[config.mk]
export PLATFORM = sky130hd
export DESIGN_NAME = flag_register_test_unit
export DESIGN_NICKNAME = d
export VERILOG_FILES = /design/src/verilog/flag_unit_pkg.sv /design/src/verilog/flag_register_test_unit.sv
export VERILOG_INCLUDE_DIRS = /design/src /design/src/verilog
export SDC_FILE = /design/constraint.sdc
export NUM_CORES = 1
export LEC_CHECK = 0
export ABC_AREA = 1
export BUFFER_PORTS_ARGS = -buffer_cell sky130_fd_sc_hd__buf_2
export CORE_MARGIN = 2
export CORE_UTILIZATION = 30
export DETAILED_ROUTE_END_ITERATION = 16
export SYNTH_ARGS = -nofsm -noshare
export SYNTH_HDL_FRONTEND = slang
export SYNTH_SLANG_ARGS = --single-unit
[constraint.sdc]
create_clock -name sys_clk -period 0.8 [get_ports sys_clk]
set_input_delay 0.24 -clock sys_clk [delete_from_list [all_inputs] [get_ports sys_clk]]
set_output_delay 0.24 -clock sys_clk [all_outputs]
set_load 0.1 [all_outputs]
[src/verilog/flag_unit_defs.svh]
`ifndef FLAG_UNIT_DEFS_SVH
`define FLAG_UNIT_DEFS_SVH

// instruction word: bit 0 of the printed numbering is word[23]
`define FRT_WORD_W 24
`define FRT_NFLAG 6
`define FRT_OPC_MSB 20
`define FRT_OPC_LSB 15
`define FRT_OPCODE 6'h12
`define FRT_B9 14
`define FRT_B10 13
`define FRT_B11 12
`define FRT_RST_MSB 11
`define FRT_SET_MSB 5
`define FRT_SUB_CLR_SET 3'h0
`define FRT_SUB_SET_CHK 3'h1
`define FRT_SUB_CLR_CHK 3'h2
`define FRT_SUB_DUAL 3'h3
`define FRT_FLAGS_RST 6'h00
`define FRT_CYC_NOSKIP 2'h1
`define FRT_CYC_SKIP 2'h2
`define FRT_OVF_BIT 0

`endif

[src/verilog/flag_unit_pkg.sv]
`include "flag_unit_defs.svh"

package flag_unit_pkg;

    typedef enum logic [1:0] {
        ST_IDLE = 2'b01,
        ST_EXTRA = 2'b10
    } seq_state_e;

    typedef struct packed {
        logic done;
        logic skip;
        logic [1:0] cycles;
        logic reject;
    } result_s;

    typedef struct packed {
        seq_state_e st;
        logic [`FRT_NFLAG-1:0] flags;
        logic ready;
        result_s res;
    } unit_state_s;

endpackage

[src/verilog/flag_register_test_unit.sv]
// Contract
// - six-position flag register; position one is overflow, rest free for program.
// - bit 9 zero acts on flags; bits 12-17 clear, 18-23 set.
// - bits 12/18 address indicator 1, onward through bits 17/23 indicator 6.
// - one machine cycle without skip, two cycles with skip.
// - bit 9 one makes both fields address the six sense switches.
// - bit 9 with bits 10/11 merges flag tests; never modifies flags.
// - the group cannot run under the repeat mechanism.
// - plain operation clears bits 12-17, sets bits 18-23, no skip.
// - plain operation complements a flag selected in both fields.
// - set-check: continue if any selected set flag is one, else skip.
// - set-check: afterwards clear every flag selected in bits 12-17.
// - clear-check: continue if any selected clear flag is zero, else skip.
// - clear-check: afterwards force every flag selected in bits 18-23 to one.
// - dual check skips only if no selected clear flag zero nor set flag one.
// - dual check: flag selected in both fields forces no skip.
// - dual check leaves every flag unchanged.
// - switch check skips unless selected clear switch off or set switch on.
// - switch selected in both fields forces no skip.
// - a switch that is on or lit reads as one.
`timescale 1ns/100ps
`default_nettype none
`include "flag_unit_defs.svh"

module flag_register_test_unit (
    input wire logic sys_clk,
    input wire logic rst_n,
    input wire logic instr_valid,
    input wire logic [`FRT_WORD_W-1:0] instr_word,
    input wire logic repeat_active,
    input wire logic [`FRT_NFLAG-1:0] sense_switches,
    input wire logic ovf_set,
    output logic instr_ready,
    output logic [`FRT_NFLAG-1:0] cond_indicators,
    output var flag_unit_pkg::result_s result
);

    logic rst_meta_q;
    logic rst_sync_n;

    always_ff @(posedge sys_clk or negedge rst_n) begin
        if (!rst_n) begin
            rst_meta_q <= 1'b0;
            rst_sync_n <= 1'b0;
        end else begin
            rst_meta_q <= 1'b1;
            rst_sync_n <= rst_meta_q;
        end
    end

    flag_unit_pkg::unit_state_s s_q;
    flag_unit_pkg::unit_state_s s_d;

    logic [`FRT_NFLAG-1:0] rst_sel;
    logic [`FRT_NFLAG-1:0] set_sel;
    logic [`FRT_NFLAG-1:0] sw_on;
    logic [`FRT_NFLAG-1:0] both_sel;
    logic [2:0] sub_op;
    logic sel_sw;
    logic sel_set_chk;
    logic sel_clr_chk;
    logic is_group;
    logic take;
    logic take_ok;
    logic hit_sw;
    logic hit_set;
    logic hit_clr;
    logic both_block;
    logic do_skip;
    logic [`FRT_NFLAG-1:0] new_flags;

    // field position k maps to indicator k+1
    // position mapping
    for (genvar i = 0; i < `FRT_NFLAG; i++) begin : g_map
        assign rst_sel[i] = instr_word[`FRT_RST_MSB - i];
        assign set_sel[i] = instr_word[`FRT_SET_MSB - i];
        assign sw_on[i] = sense_switches[i];
    end

    assign both_sel = rst_sel & set_sel;
    assign sub_op = instr_word[`FRT_B9:`FRT_B11];
    assign sel_sw = instr_word[`FRT_B9];
    assign sel_clr_chk = instr_word[`FRT_B10];
    assign sel_set_chk = instr_word[`FRT_B11];

    assign is_group = instr_word[`FRT_OPC_MSB:`FRT_OPC_LSB] == `FRT_OPCODE;
    assign take = instr_valid & s_q.ready & is_group;
    assign take_ok = take & ~repeat_active;

    assign hit_sw = |(rst_sel & ~sw_on) | |(set_sel & sw_on);
    assign hit_set = |(set_sel & s_q.flags & ~both_sel) |
        (~sel_clr_chk & |(set_sel & s_q.flags));
    assign hit_clr = |(rst_sel & ~s_q.flags & ~both_sel) |
        (~sel_set_chk & |(rst_sel & ~s_q.flags));

    always_comb begin
        both_block = 1'b0;
        if (sel_sw || (sel_set_chk && sel_clr_chk)) begin
            both_block = |both_sel;
        end
    end

    always_comb begin
        do_skip = 1'b0;
        if (sel_sw || sel_set_chk || sel_clr_chk) begin
            do_skip = 1'b1;
            if (sel_sw && hit_sw) begin
                do_skip = 1'b0;
            end
            if (sel_set_chk && hit_set) begin
                do_skip = 1'b0;
            end
            if (sel_clr_chk && hit_clr) begin
                do_skip = 1'b0;
            end
            if (both_block) begin
                do_skip = 1'b0;
            end
        end
    end

    always_comb begin
        new_flags = s_q.flags;
        if (!sel_sw) begin
            unique case (sub_op)
                `FRT_SUB_CLR_SET: begin
                    new_flags = (s_q.flags & ~rst_sel & ~set_sel) |
                        (set_sel & ~rst_sel) | (both_sel & ~s_q.flags);
                end
                `FRT_SUB_SET_CHK: begin
                    new_flags = s_q.flags & ~rst_sel;
                end
                `FRT_SUB_CLR_CHK: begin
                    new_flags = s_q.flags | set_sel;
                end
                `FRT_SUB_DUAL: begin
                    new_flags = s_q.flags;
                end
                default: begin
                    new_flags = s_q.flags;
                end
            endcase
        end
    end

    always_comb begin
        s_d = s_q;
        s_d.res.done = 1'b0;
        s_d.res.reject = 1'b0;
        unique case (s_q.st)
            flag_unit_pkg::ST_IDLE: begin
                if (take) begin
                    if (repeat_active) begin
                        s_d.res.reject = 1'b1;
                    end else begin
                        s_d.flags = new_flags;
                        if (do_skip) begin
                            s_d.st = flag_unit_pkg::ST_EXTRA;
                            s_d.ready = 1'b0;
                        end else begin
                            s_d.res.done = 1'b1;
                            s_d.res.skip = 1'b0;
                            s_d.res.cycles = `FRT_CYC_NOSKIP;
                        end
                    end
                end
            end
            flag_unit_pkg::ST_EXTRA: begin
                s_d.st = flag_unit_pkg::ST_IDLE;
                s_d.ready = 1'b1;
                s_d.res.done = 1'b1;
                s_d.res.skip = 1'b1;
                s_d.res.cycles = `FRT_CYC_SKIP;
            end
            default: begin
                s_d.st = flag_unit_pkg::ST_IDLE;
                s_d.ready = 1'b1;
            end
        endcase
        if (ovf_set) begin
            s_d.flags[`FRT_OVF_BIT] = 1'b1;
        end
    end

    always_ff @(posedge sys_clk or negedge rst_sync_n) begin
        if (!rst_sync_n) begin
            s_q.st <= flag_unit_pkg::ST_IDLE;
            s_q.flags <= `FRT_FLAGS_RST;
            s_q.ready <= 1'b1;
            s_q.res <= '0;
        end else begin
            s_q <= s_d;
        end
    end

    assign instr_ready = s_q.ready;
    assign cond_indicators = s_q.flags;
    assign result = s_q.res;

    property p_noskip_one;
        @(posedge sys_clk) disable iff (!rst_sync_n)
        take_ok && !do_skip |=>
            s_q.res.done && !s_q.res.skip && s_q.res.cycles == 2'h1 && s_q.ready;
    endproperty
    a_noskip_one: assert property (p_noskip_one)
        else $error("no-skip result not one cycle");

    property p_skip_two;
        @(posedge sys_clk) disable iff (!rst_sync_n)
        take_ok && do_skip |=> !s_q.res.done && !s_q.ready
            ##1 s_q.res.done && s_q.res.skip && s_q.res.cycles == 2'h2 && s_q.ready;
    endproperty
    a_skip_two: assert property (p_skip_two)
        else $error("skip result not on second cycle");

    property p_plain;
        @(posedge sys_clk) disable iff (!rst_sync_n)
        take_ok && !sel_sw && sub_op == 3'h0 && !ovf_set |=>
            s_q.res.done && !s_q.res.skip &&
            (s_q.flags & $past(rst_sel & ~set_sel)) == 6'h00 &&
            (s_q.flags & $past(set_sel & ~rst_sel)) == $past(set_sel & ~rst_sel);
    endproperty
    a_plain: assert property (p_plain)
        else $error("plain clear/set wrong");

    property p_toggle;
        @(posedge sys_clk) disable iff (!rst_sync_n)
        take_ok && !sel_sw && sub_op == 3'h0 && !ovf_set |=>
            (s_q.flags & $past(both_sel)) == ($past(~s_q.flags) & $past(both_sel));
    endproperty
    a_toggle: assert property (p_toggle)
        else $error("doubly selected flag not toggled");

    property p_set_chk;
        @(posedge sys_clk) disable iff (!rst_sync_n)
        take_ok && !sel_sw && sub_op == 3'h1 && !ovf_set |=>
            (s_q.flags & $past(rst_sel)) == 6'h00 &&
            s_q.res.done == $past(|(set_sel & s_q.flags));
    endproperty
    a_set_chk: assert property (p_set_chk)
        else $error("set-check outcome or clear wrong");

    property p_clr_chk;
        @(posedge sys_clk) disable iff (!rst_sync_n)
        take_ok && !sel_sw && sub_op == 3'h2 |=>
            (s_q.flags & $past(set_sel)) == $past(set_sel) &&
            s_q.res.done == $past(|(rst_sel & ~s_q.flags));
    endproperty
    a_clr_chk: assert property (p_clr_chk)
        else $error("clear-check outcome or set wrong");

    property p_keep;
        @(posedge sys_clk) disable iff (!rst_sync_n)
        take && (sel_sw || sub_op == 3'h3 || repeat_active) && !ovf_set |=>
            $stable(s_q.flags);
    endproperty
    a_keep: assert property (p_keep)
        else $error("flags changed by a test-only form");

    property p_both;
        @(posedge sys_clk) disable iff (!rst_sync_n)
        take_ok && (sel_sw || sub_op == 3'h3) && (|both_sel) |=>
            s_q.res.done && !s_q.res.skip;
    endproperty
    a_both: assert property (p_both)
        else $error("doubly selected entry allowed a skip");

    property p_switch;
        @(posedge sys_clk) disable iff (!rst_sync_n)
        take_ok && sub_op == 3'h4 |=>
            s_q.res.done == $past(|(rst_sel & ~sense_switches) |
                |(set_sel & sense_switches) | |both_sel);
    endproperty
    a_switch: assert property (p_switch)
        else $error("switch test outcome wrong");

    property p_repeat;
        @(posedge sys_clk) disable iff (!rst_sync_n)
        take && repeat_active |=> s_q.res.reject && !s_q.res.done && s_q.ready;
    endproperty
    a_repeat: assert property (p_repeat)
        else $error("group ran under repeat");

    property p_ovf;
        @(posedge sys_clk) disable iff (!rst_sync_n)
        ovf_set |=> s_q.flags[0];
    endproperty
    a_ovf: assert property (p_ovf)
        else $error("overflow position not set");

    property p_extra_one;
        @(posedge sys_clk) disable iff (!rst_sync_n)
        s_q.st == flag_unit_pkg::ST_EXTRA |->
            !s_q.ready ##1 (s_q.st == flag_unit_pkg::ST_IDLE && s_q.ready);
    endproperty
    a_extra_one: assert property (p_extra_one)
        else $error("extra cycle not exactly one");

    property p_dual;
        @(posedge sys_clk) disable iff (!rst_sync_n)
        take_ok && !sel_sw && sub_op == 3'h3 |=>
            s_q.res.done == $past(|both_sel |
                |(((rst_sel & ~s_q.flags) | (set_sel & s_q.flags)) & ~both_sel));
    endproperty
    a_dual: assert property (p_dual)
        else $error("dual test outcome wrong");

    property p_merged;
        @(posedge sys_clk) disable iff (!rst_sync_n)
        take_ok && sub_op == 3'h7 |=>
            s_q.res.done == $past(|both_sel |
                |(rst_sel & (~sense_switches | ~s_q.flags)) |
                |(set_sel & (sense_switches | s_q.flags)));
    endproperty
    a_merged: assert property (p_merged)
        else $error("merged switch and flag test outcome wrong");

    property p_quiet;
        @(posedge sys_clk) disable iff (!rst_sync_n)
        !take && !ovf_set |=> $stable(s_q.flags);
    endproperty
    a_quiet: assert property (p_quiet)
        else $error("flags changed without an instruction");

endmodule // flag_register_test_unit
`default_nettype wire

==> results of run 1 <==
worst max-delay path by stage:
stage	to	startpoint	slack, ns	depth (start not counted)
after global placement	cond_indicators[1]	s_q[12]	-0.78	9
after floorplan	cond_indicators[1]	s_q[12]	-0.93	9
after detailed placement	cond_indicators[3]	s_q[12]	-0.83	9
after CTS	cond_indicators[3]	s_q[12]	-0.82	9
final	cond_indicators[1]	s_q[12]	-0.80	9
after global routing	cond_indicators[2]	s_q[12]	-0.93	9
logic make-up (layout without fill, tap and decap cells):
logic type	Yosys count	in the layout	share of synthesized area [%]
other	1	1	0.311
and+or+nand+nor	115	115	42.6
AOI/OAI and AO/OA	16	16	8.41
DFF	14	14	29.2
adders and majority gates	2	2	2.08
buffers and inverters	45	125	17.4
metal layers:
layer	GRT usage, %	vias up	part of all wire, %
met5	0	-	0
met4	3.83	0	0.63
met3	1.67	2	6.1
met2	27.0	45	47
met1	19.4	611	46
li1	-	756	-
worst max-delay path: stages, from the launching register on:
cell     delay (ns)
dfstp_4        0.61
nand2_2        0.05
nor3_2         0.11
nand3_2        0.12
nor2_4         0.13
nand2_4        0.10
nor2_4         0.14
nand3_1        0.08
nand2_1        0.06
o41ai_1        0.07
through the flow:
step | utilization, % | power, mW | cells
4_1_cts | 50.7 | 2.13 | 322
6_report | 51.3 | 2.11 | 323
3_3_place_gp | 48.0 | 1.50 | 315
3_5_place_dp | 48.0 | 1.50 | 315
2_1_floorplan | - | 1.15 | 193
5_1_grt | 51.3 | 2.23 | 323
cells in the final DEF, fill, tap and decap left out, types with 2 or more instances in the layout:
| master | n |
|---|---|
| o21ai_0 | 2 |
| buf_2 | 31 |
| dfrtp_2 | 2 |
| nor4_1 | 2 |
| inv_1 | 33 |
| nand3_1 | 21 |
| nor2_1 | 11 |
| buf_4 | 37 |
| nor2_4 | 4 |
| a21oi_1 | 7 |
| clkbuf_8 | 3 |
| nand2_2 | 3 |
| nand3_2 | 2 |
| o41ai_1 | 4 |
| buf_6 | 6 |
| dfrtp_1 | 11 |
| nand2_1 | 66 |
| buf_12 | 12 |
| nand4_1 | 3 |
report_power, final:
group | internal (mW) | switching [mW]
Sequential | 0.735 | 0.0283
Clock | 0.351 | 0.241
Combinational | 0.336 | 0.419
final cells by class:
| type | instances | area share (%) |
|---|---|---|
| repair buffers | 87 | 37.1 |
| inverters | 34 | 6.31 |
| well taps | 50 | 3.09 |
| multi-input cells | 134 | 33.5 |
| flip-flops and latches | 14 | 17.7 |
| clock buffers | 4 | 2.23 |
sequential cells by signal, indices dropped and copies added (netlist names):
| register | count |
|---|---|
| cond_indicators | 6 |
| result | 4 |
| rst_meta_q | 1 |
| rst_sync_n | 1 |
| s_q | 2 |
what timing repair did:
action / 4_1_cts / 5_1_grt
pin swaps: 1 / 1
endpoints found under the setup margin: 24 / 24
resized for setup: 9 / 5
setup buffers: 5 / 3
endpoints found under the hold margin: 2 / 0
hold buffers: 1 / 0
gates cloned: 0 / 0
==> impl_metrics.csv, run 1 <==
group,metric,value,unit
setup_path,cp.arrival,1.72,ns
clock_network,clk_pin_slew_worst_paths,0.06,ns
route,routedWlPerCell,10.3,µm
cells_and_area,seqCellArea,358,µm²
synth,ys_ff_latch,14,
route,dr.first_iter.drc_count,76,
min_path,hold_path_class,"reg2async",
global_route,grt_pass1_vias,1281,
floorplan,dieArea,0.00454,mm²
setup_path,crit_path_end_kind,"flop",
clock_network,cts_buffer_depth,2,
sta,maxSlewViolCount,0,
sta,finalWorstSetupSlack,-0.804,ns
synth,synthTopCellsByArea,"dfrtp_1, nand2_1, inv_1, nand3_1, buf_4",
synth,async_flop_share,100,%
clock_network,cts_sinks,14,
sta,period_minus_slack,1.60,ns
synth,yosys-top-cells-count,"nand2_1, inv_1, nand3_1",
synth,yosysMostFrequentCell,"nand2_1",
global_route,grt_max_degree,10,
floorplan,die_width,67.4,µm
floorplan,initial_core_util,30.6,%
cells_and_area,diodes,0,
placed_design,dpl_worst_slack,-0.830,ns
setup_path,r2r-start,"s_q[12]",
synth,synth_edf_count,0,
sta,whs,0.0565,ns
setup_path,r2r_cells,9,
clock_network,cts_buffers,3,
synth,yosysUniqueCellTypes,24,
route,drc,0,
setup_path,path_class,"reg2reg",
cells_and_area,final_nets,311,
global_route,grt_first_pass_wirelength,5.32,mm
synth,ys_warn_count,0,
synth,yosysTopAreaCellShare,27.0,%
clock_network,tritoncts,"yes",
sta,skew,0.000554,ns
clock_network,cts_root_buf,"clkbuf_8",
setup_path,worstReg2RegEnd,"cond_indicators[1]",
clock_network,cts_max_level,1,
cells_and_area,layout-drive-gt1-share,38.5,%
cells_and_area,area_growth,67.8,%
setup_path,cp.required,0.92,ns
synth,synth_cells,193,
sta,finalSetupViolCount,24,
sta,hold_viol,0,
cells_and_area,multiInputGateArea,678,µm²
run_status,violations,"setup timing",
route,ant_nets,0,
sta,rsz0062_at_grt,"true",
floorplan,core,0.00394,mm²
global_route,grt_antenna_before_repair,0,
setup_path,cp_max_fo,8,
placed_design,port_buffers,43,
route,dr.pass1.iters,4,
floorplan,die_h,67.4,µm
floorplan,ios,47,
power,peakVddDrop,0.818,mV
floorplan,row_count,23,
sta,fmaxAchievable,0.624,GHz
clock_network,clock_latency,0.24,ns
synth,ys.flop_type,"dfrtp_1",
flow_run,max-cap-violations,0,
setup_path,r2r_slack,-0.80,ns
run_status,status,"finished, violations left",
global_route,grt_usage,15.1,%
setup_path,worstSetupStartpointType,"flop",
placed_design,dpl-instance-area,0.00189,mm²
sta,fin_setup_tns,-13.14,ns
cells_and_area,final_cell_area,0.00202,mm²
synth,seq_area_frac_synth,29.2,%
synth,syn-cell-area,0.00120,mm²
synth,syn_avg_cell_area,6.24,µm²
sta,period_share,200,%
route,vias,1414,
global_route,grt_overflow_total,0,
placed_design,hpwl,2.74,mm
cells_and_area,fillerInstances,386,
placed_design,gp_congestion,0.821,
synth,post-synth-top-area-cell,"dfrtp_1",
power,powerDensity,1040,mW/mm²
power,leakage,1.14,nW
route,avgViaCountPerCell,4.38,
route,postRouteWirelength,3.32,mm
synth,synth.net_count,230,
No activity file was read; power rests on OpenSTA's default activity.
==> run 2, diff against run 1 <==
CELL_PAD_IN_SITES_DETAIL_PLACEMENT = 0   (was not set)
CELL_PAD_IN_SITES_GLOBAL_PLACEMENT = 1   (was not set)
CORE_UTILIZATION = 29   (was 30)
PLACE_DENSITY_LB_ADDON = 0.1   (was not set)
==> impl_metrics.csv, run 2 (same netlist as run 1, synthesis figures left out) <==
group,metric,value,unit
setup_path,crit_cells,9,
sta,period_minus_slack,1.66,ns
sta,rsz0062_at_grt,"true",
route,vias,1450,
floorplan,ios,47,
clock_network,cts_root_buf,"clkbuf_8",
placed_design,hpwl,3.06,mm
sta,fmaxAchievable,0.603,GHz
cells_and_area,final_nets,313,
cells_and_area,largest_reg_flops,6,
sta,finalWorstSetupSlack,-0.858,ns
clock_network,cts_buffers,3,
global_route,grt_antenna_before_repair,0,
setup_path,cp_max_fo,8,
cells_and_area,area_growth,71.4,%
route,dr.first_iter.drc_count,67,
sta,fin_setup_tns,-14.15,ns
setup_path,cp.required,0.92,ns
clock_network,cts_sinks,14,
sta,maxSlewViolCount,0,
floorplan,core,0.00400,mm²
floorplan,die_width,68.5,µm
flow_run,max-cap-violations,0,
global_route,grt_overflow_total,0,
cells_and_area,fin_util,51.6,%
power,leakage,1.16,nW
route,avgViaCountPerCell,4.46,
setup_path,path_buf_inv,0,
setup_path,cpMaxStageDelayCell,"dfstp_4",
cells_and_area,layout-drive-gt1-share,40.7,%
floorplan,die_h,68.5,µm
placed_design,dpl_worst_slack,-0.875,ns
sta,hold_viol,0,
floorplan,dieArea,0.00469,mm²
sta,finalSetupViolCount,24,
route,dr.pass1.iters,4,
power,p_total,2.24,mW
setup_path,r2r_cells,9,
run_status,status,"finished, violations left",
setup_path,crit_top_cell,"nand3_1",
placed_design,gp_congestion,0.799,
clock_network,clock_latency,0.25,ns
sta,period_share,207,%
setup_path,crit_path_end_kind,"flop",
route,routedWlPerCell,11.6,µm
global_route,grt_usage,17.9,%
route,postRouteWirelength,3.76,mm
setup_path,path_class,"reg2reg",
sta,skew,0.00639,ns
global_route,grt_max_degree,9,
setup_path,worstSetupStartpointType,"flop",
setup_path,crit_family,"simple AND/OR/NAND/NOR gates",
setup_path,max_stage_delay,0.61,ns
clock_network,cts_buffer_depth,2,
sta,whs,0.164,ns
floorplan,initial_core_util,30.1,%
clock_network,cts_max_level,1,
clock_network,tritoncts,"yes",
min_path,hold_path_class,"reg2async",
power,powerDensity,1090,mW/mm²
setup_path,path_cells,"nand2_2, nor3_2, nand3_1, nor2_2, nand2_4, nor2_4, nand3_1, nand2_1, o41ai_1",
cells_and_area,diodes,0,
route,drc,0,
clock_network,clk_pin_slew_worst_paths,0.06,ns
run_status,violations,"setup timing",
global_route,grt_first_pass_wirelength,6.39,mm
floorplan,row_count,23,
route,ant_nets,0,
power,peakVddDrop,0.884,mV
cells_and_area,final_cell_mix,"nand2_1, buf_4, inv_1",
cells_and_area,final_common_cell,"nand2_1",
setup_path,cp.arrival,1.78,ns
global_route,grt_pass1_vias,1469,
placed_design,port_buffers,43,
run 2: changes by cell type in the layout (fill, tap and decap cells not counted), sizes merged:
cell / before / now
buf: 86 / 88
run 2: routing by layer:
| layer | share of wire, % | GRT usage [%] | vias up |
|---|---|---|---|
| li1 | - | - | 765 |
| met3 | 3.7 | 3.13 | 4 |
| met2 | 49 | 30.2 | 33 |
| met5 | 0 | 0 | - |
| met4 | 0.61 | 3.50 | 0 |
| met1 | 47 | 24.0 | 648 |
run 2: layout make-up:
cell class	instances	area (µm²)
clock buffers	4	55.1
repair buffers	89	781
fillers	382	1930
well taps	50	62.6
flip-flops and latches	14	358
inverters	34	128
multi-input cells	134	682
run 2: final timing paths:
check / startpoint / end / slack [ns]
max: s_q[12] / cond_indicators[3] / -0.86
min: rst_sync_n / cond_indicators[1] / 0.16
max reg2reg: s_q[12] / cond_indicators[3] / -0.86
min reg2reg: rst_sync_n / cond_indicators[1] / 0.16
max in group asynchronous: rst_n / rst_meta_q / 0.39
min in group sys_clk: ovf_set / cond_indicators[0] / 0.20
run 2: repair_timing:
| item | 4_1_cts | 5_1_grt |
|---|---|---|
| pin swaps | 0 | 2 |
| gates cloned | 0 | 0 |
| resized for setup | 13 | 8 |
| endpoints found under the setup margin | 24 | 24 |
| hold endpoints to repair | 2 | 0 |
| setup buffers | 4 | 4 |
| hold buffers | 1 | 0 |
run 2: through the flow:
| stage | area (µm²) | instances |
|---|---|---|
| finish | 2070 | 325 |
| global route | 2070 | 325 |
| CTS | 2030 | 323 |
| detailed placement | 1890 | 315 |
| global placement | 1890 | 315 |
| floorplan | 1280 | 193 |
run 2: where the power goes:
group          total, mW  leakage, nW  internal (mW)  switching, mW
clock network      0.688       0.0288          0.436          0.252
registers          0.761        0.173          0.735         0.0262
logic              0.793        0.960          0.357          0.436
run 2: worst reg2reg max path: stages, from the launching register on:
cell	delay [ns]
dfstp_4	0.61
nand2_2	0.05
nor3_2	0.10
nand3_1	0.12
nor2_2	0.17
nand2_4	0.12
nor2_4	0.15
nand3_1	0.09
nand2_1	0.06
o41ai_1	0.06
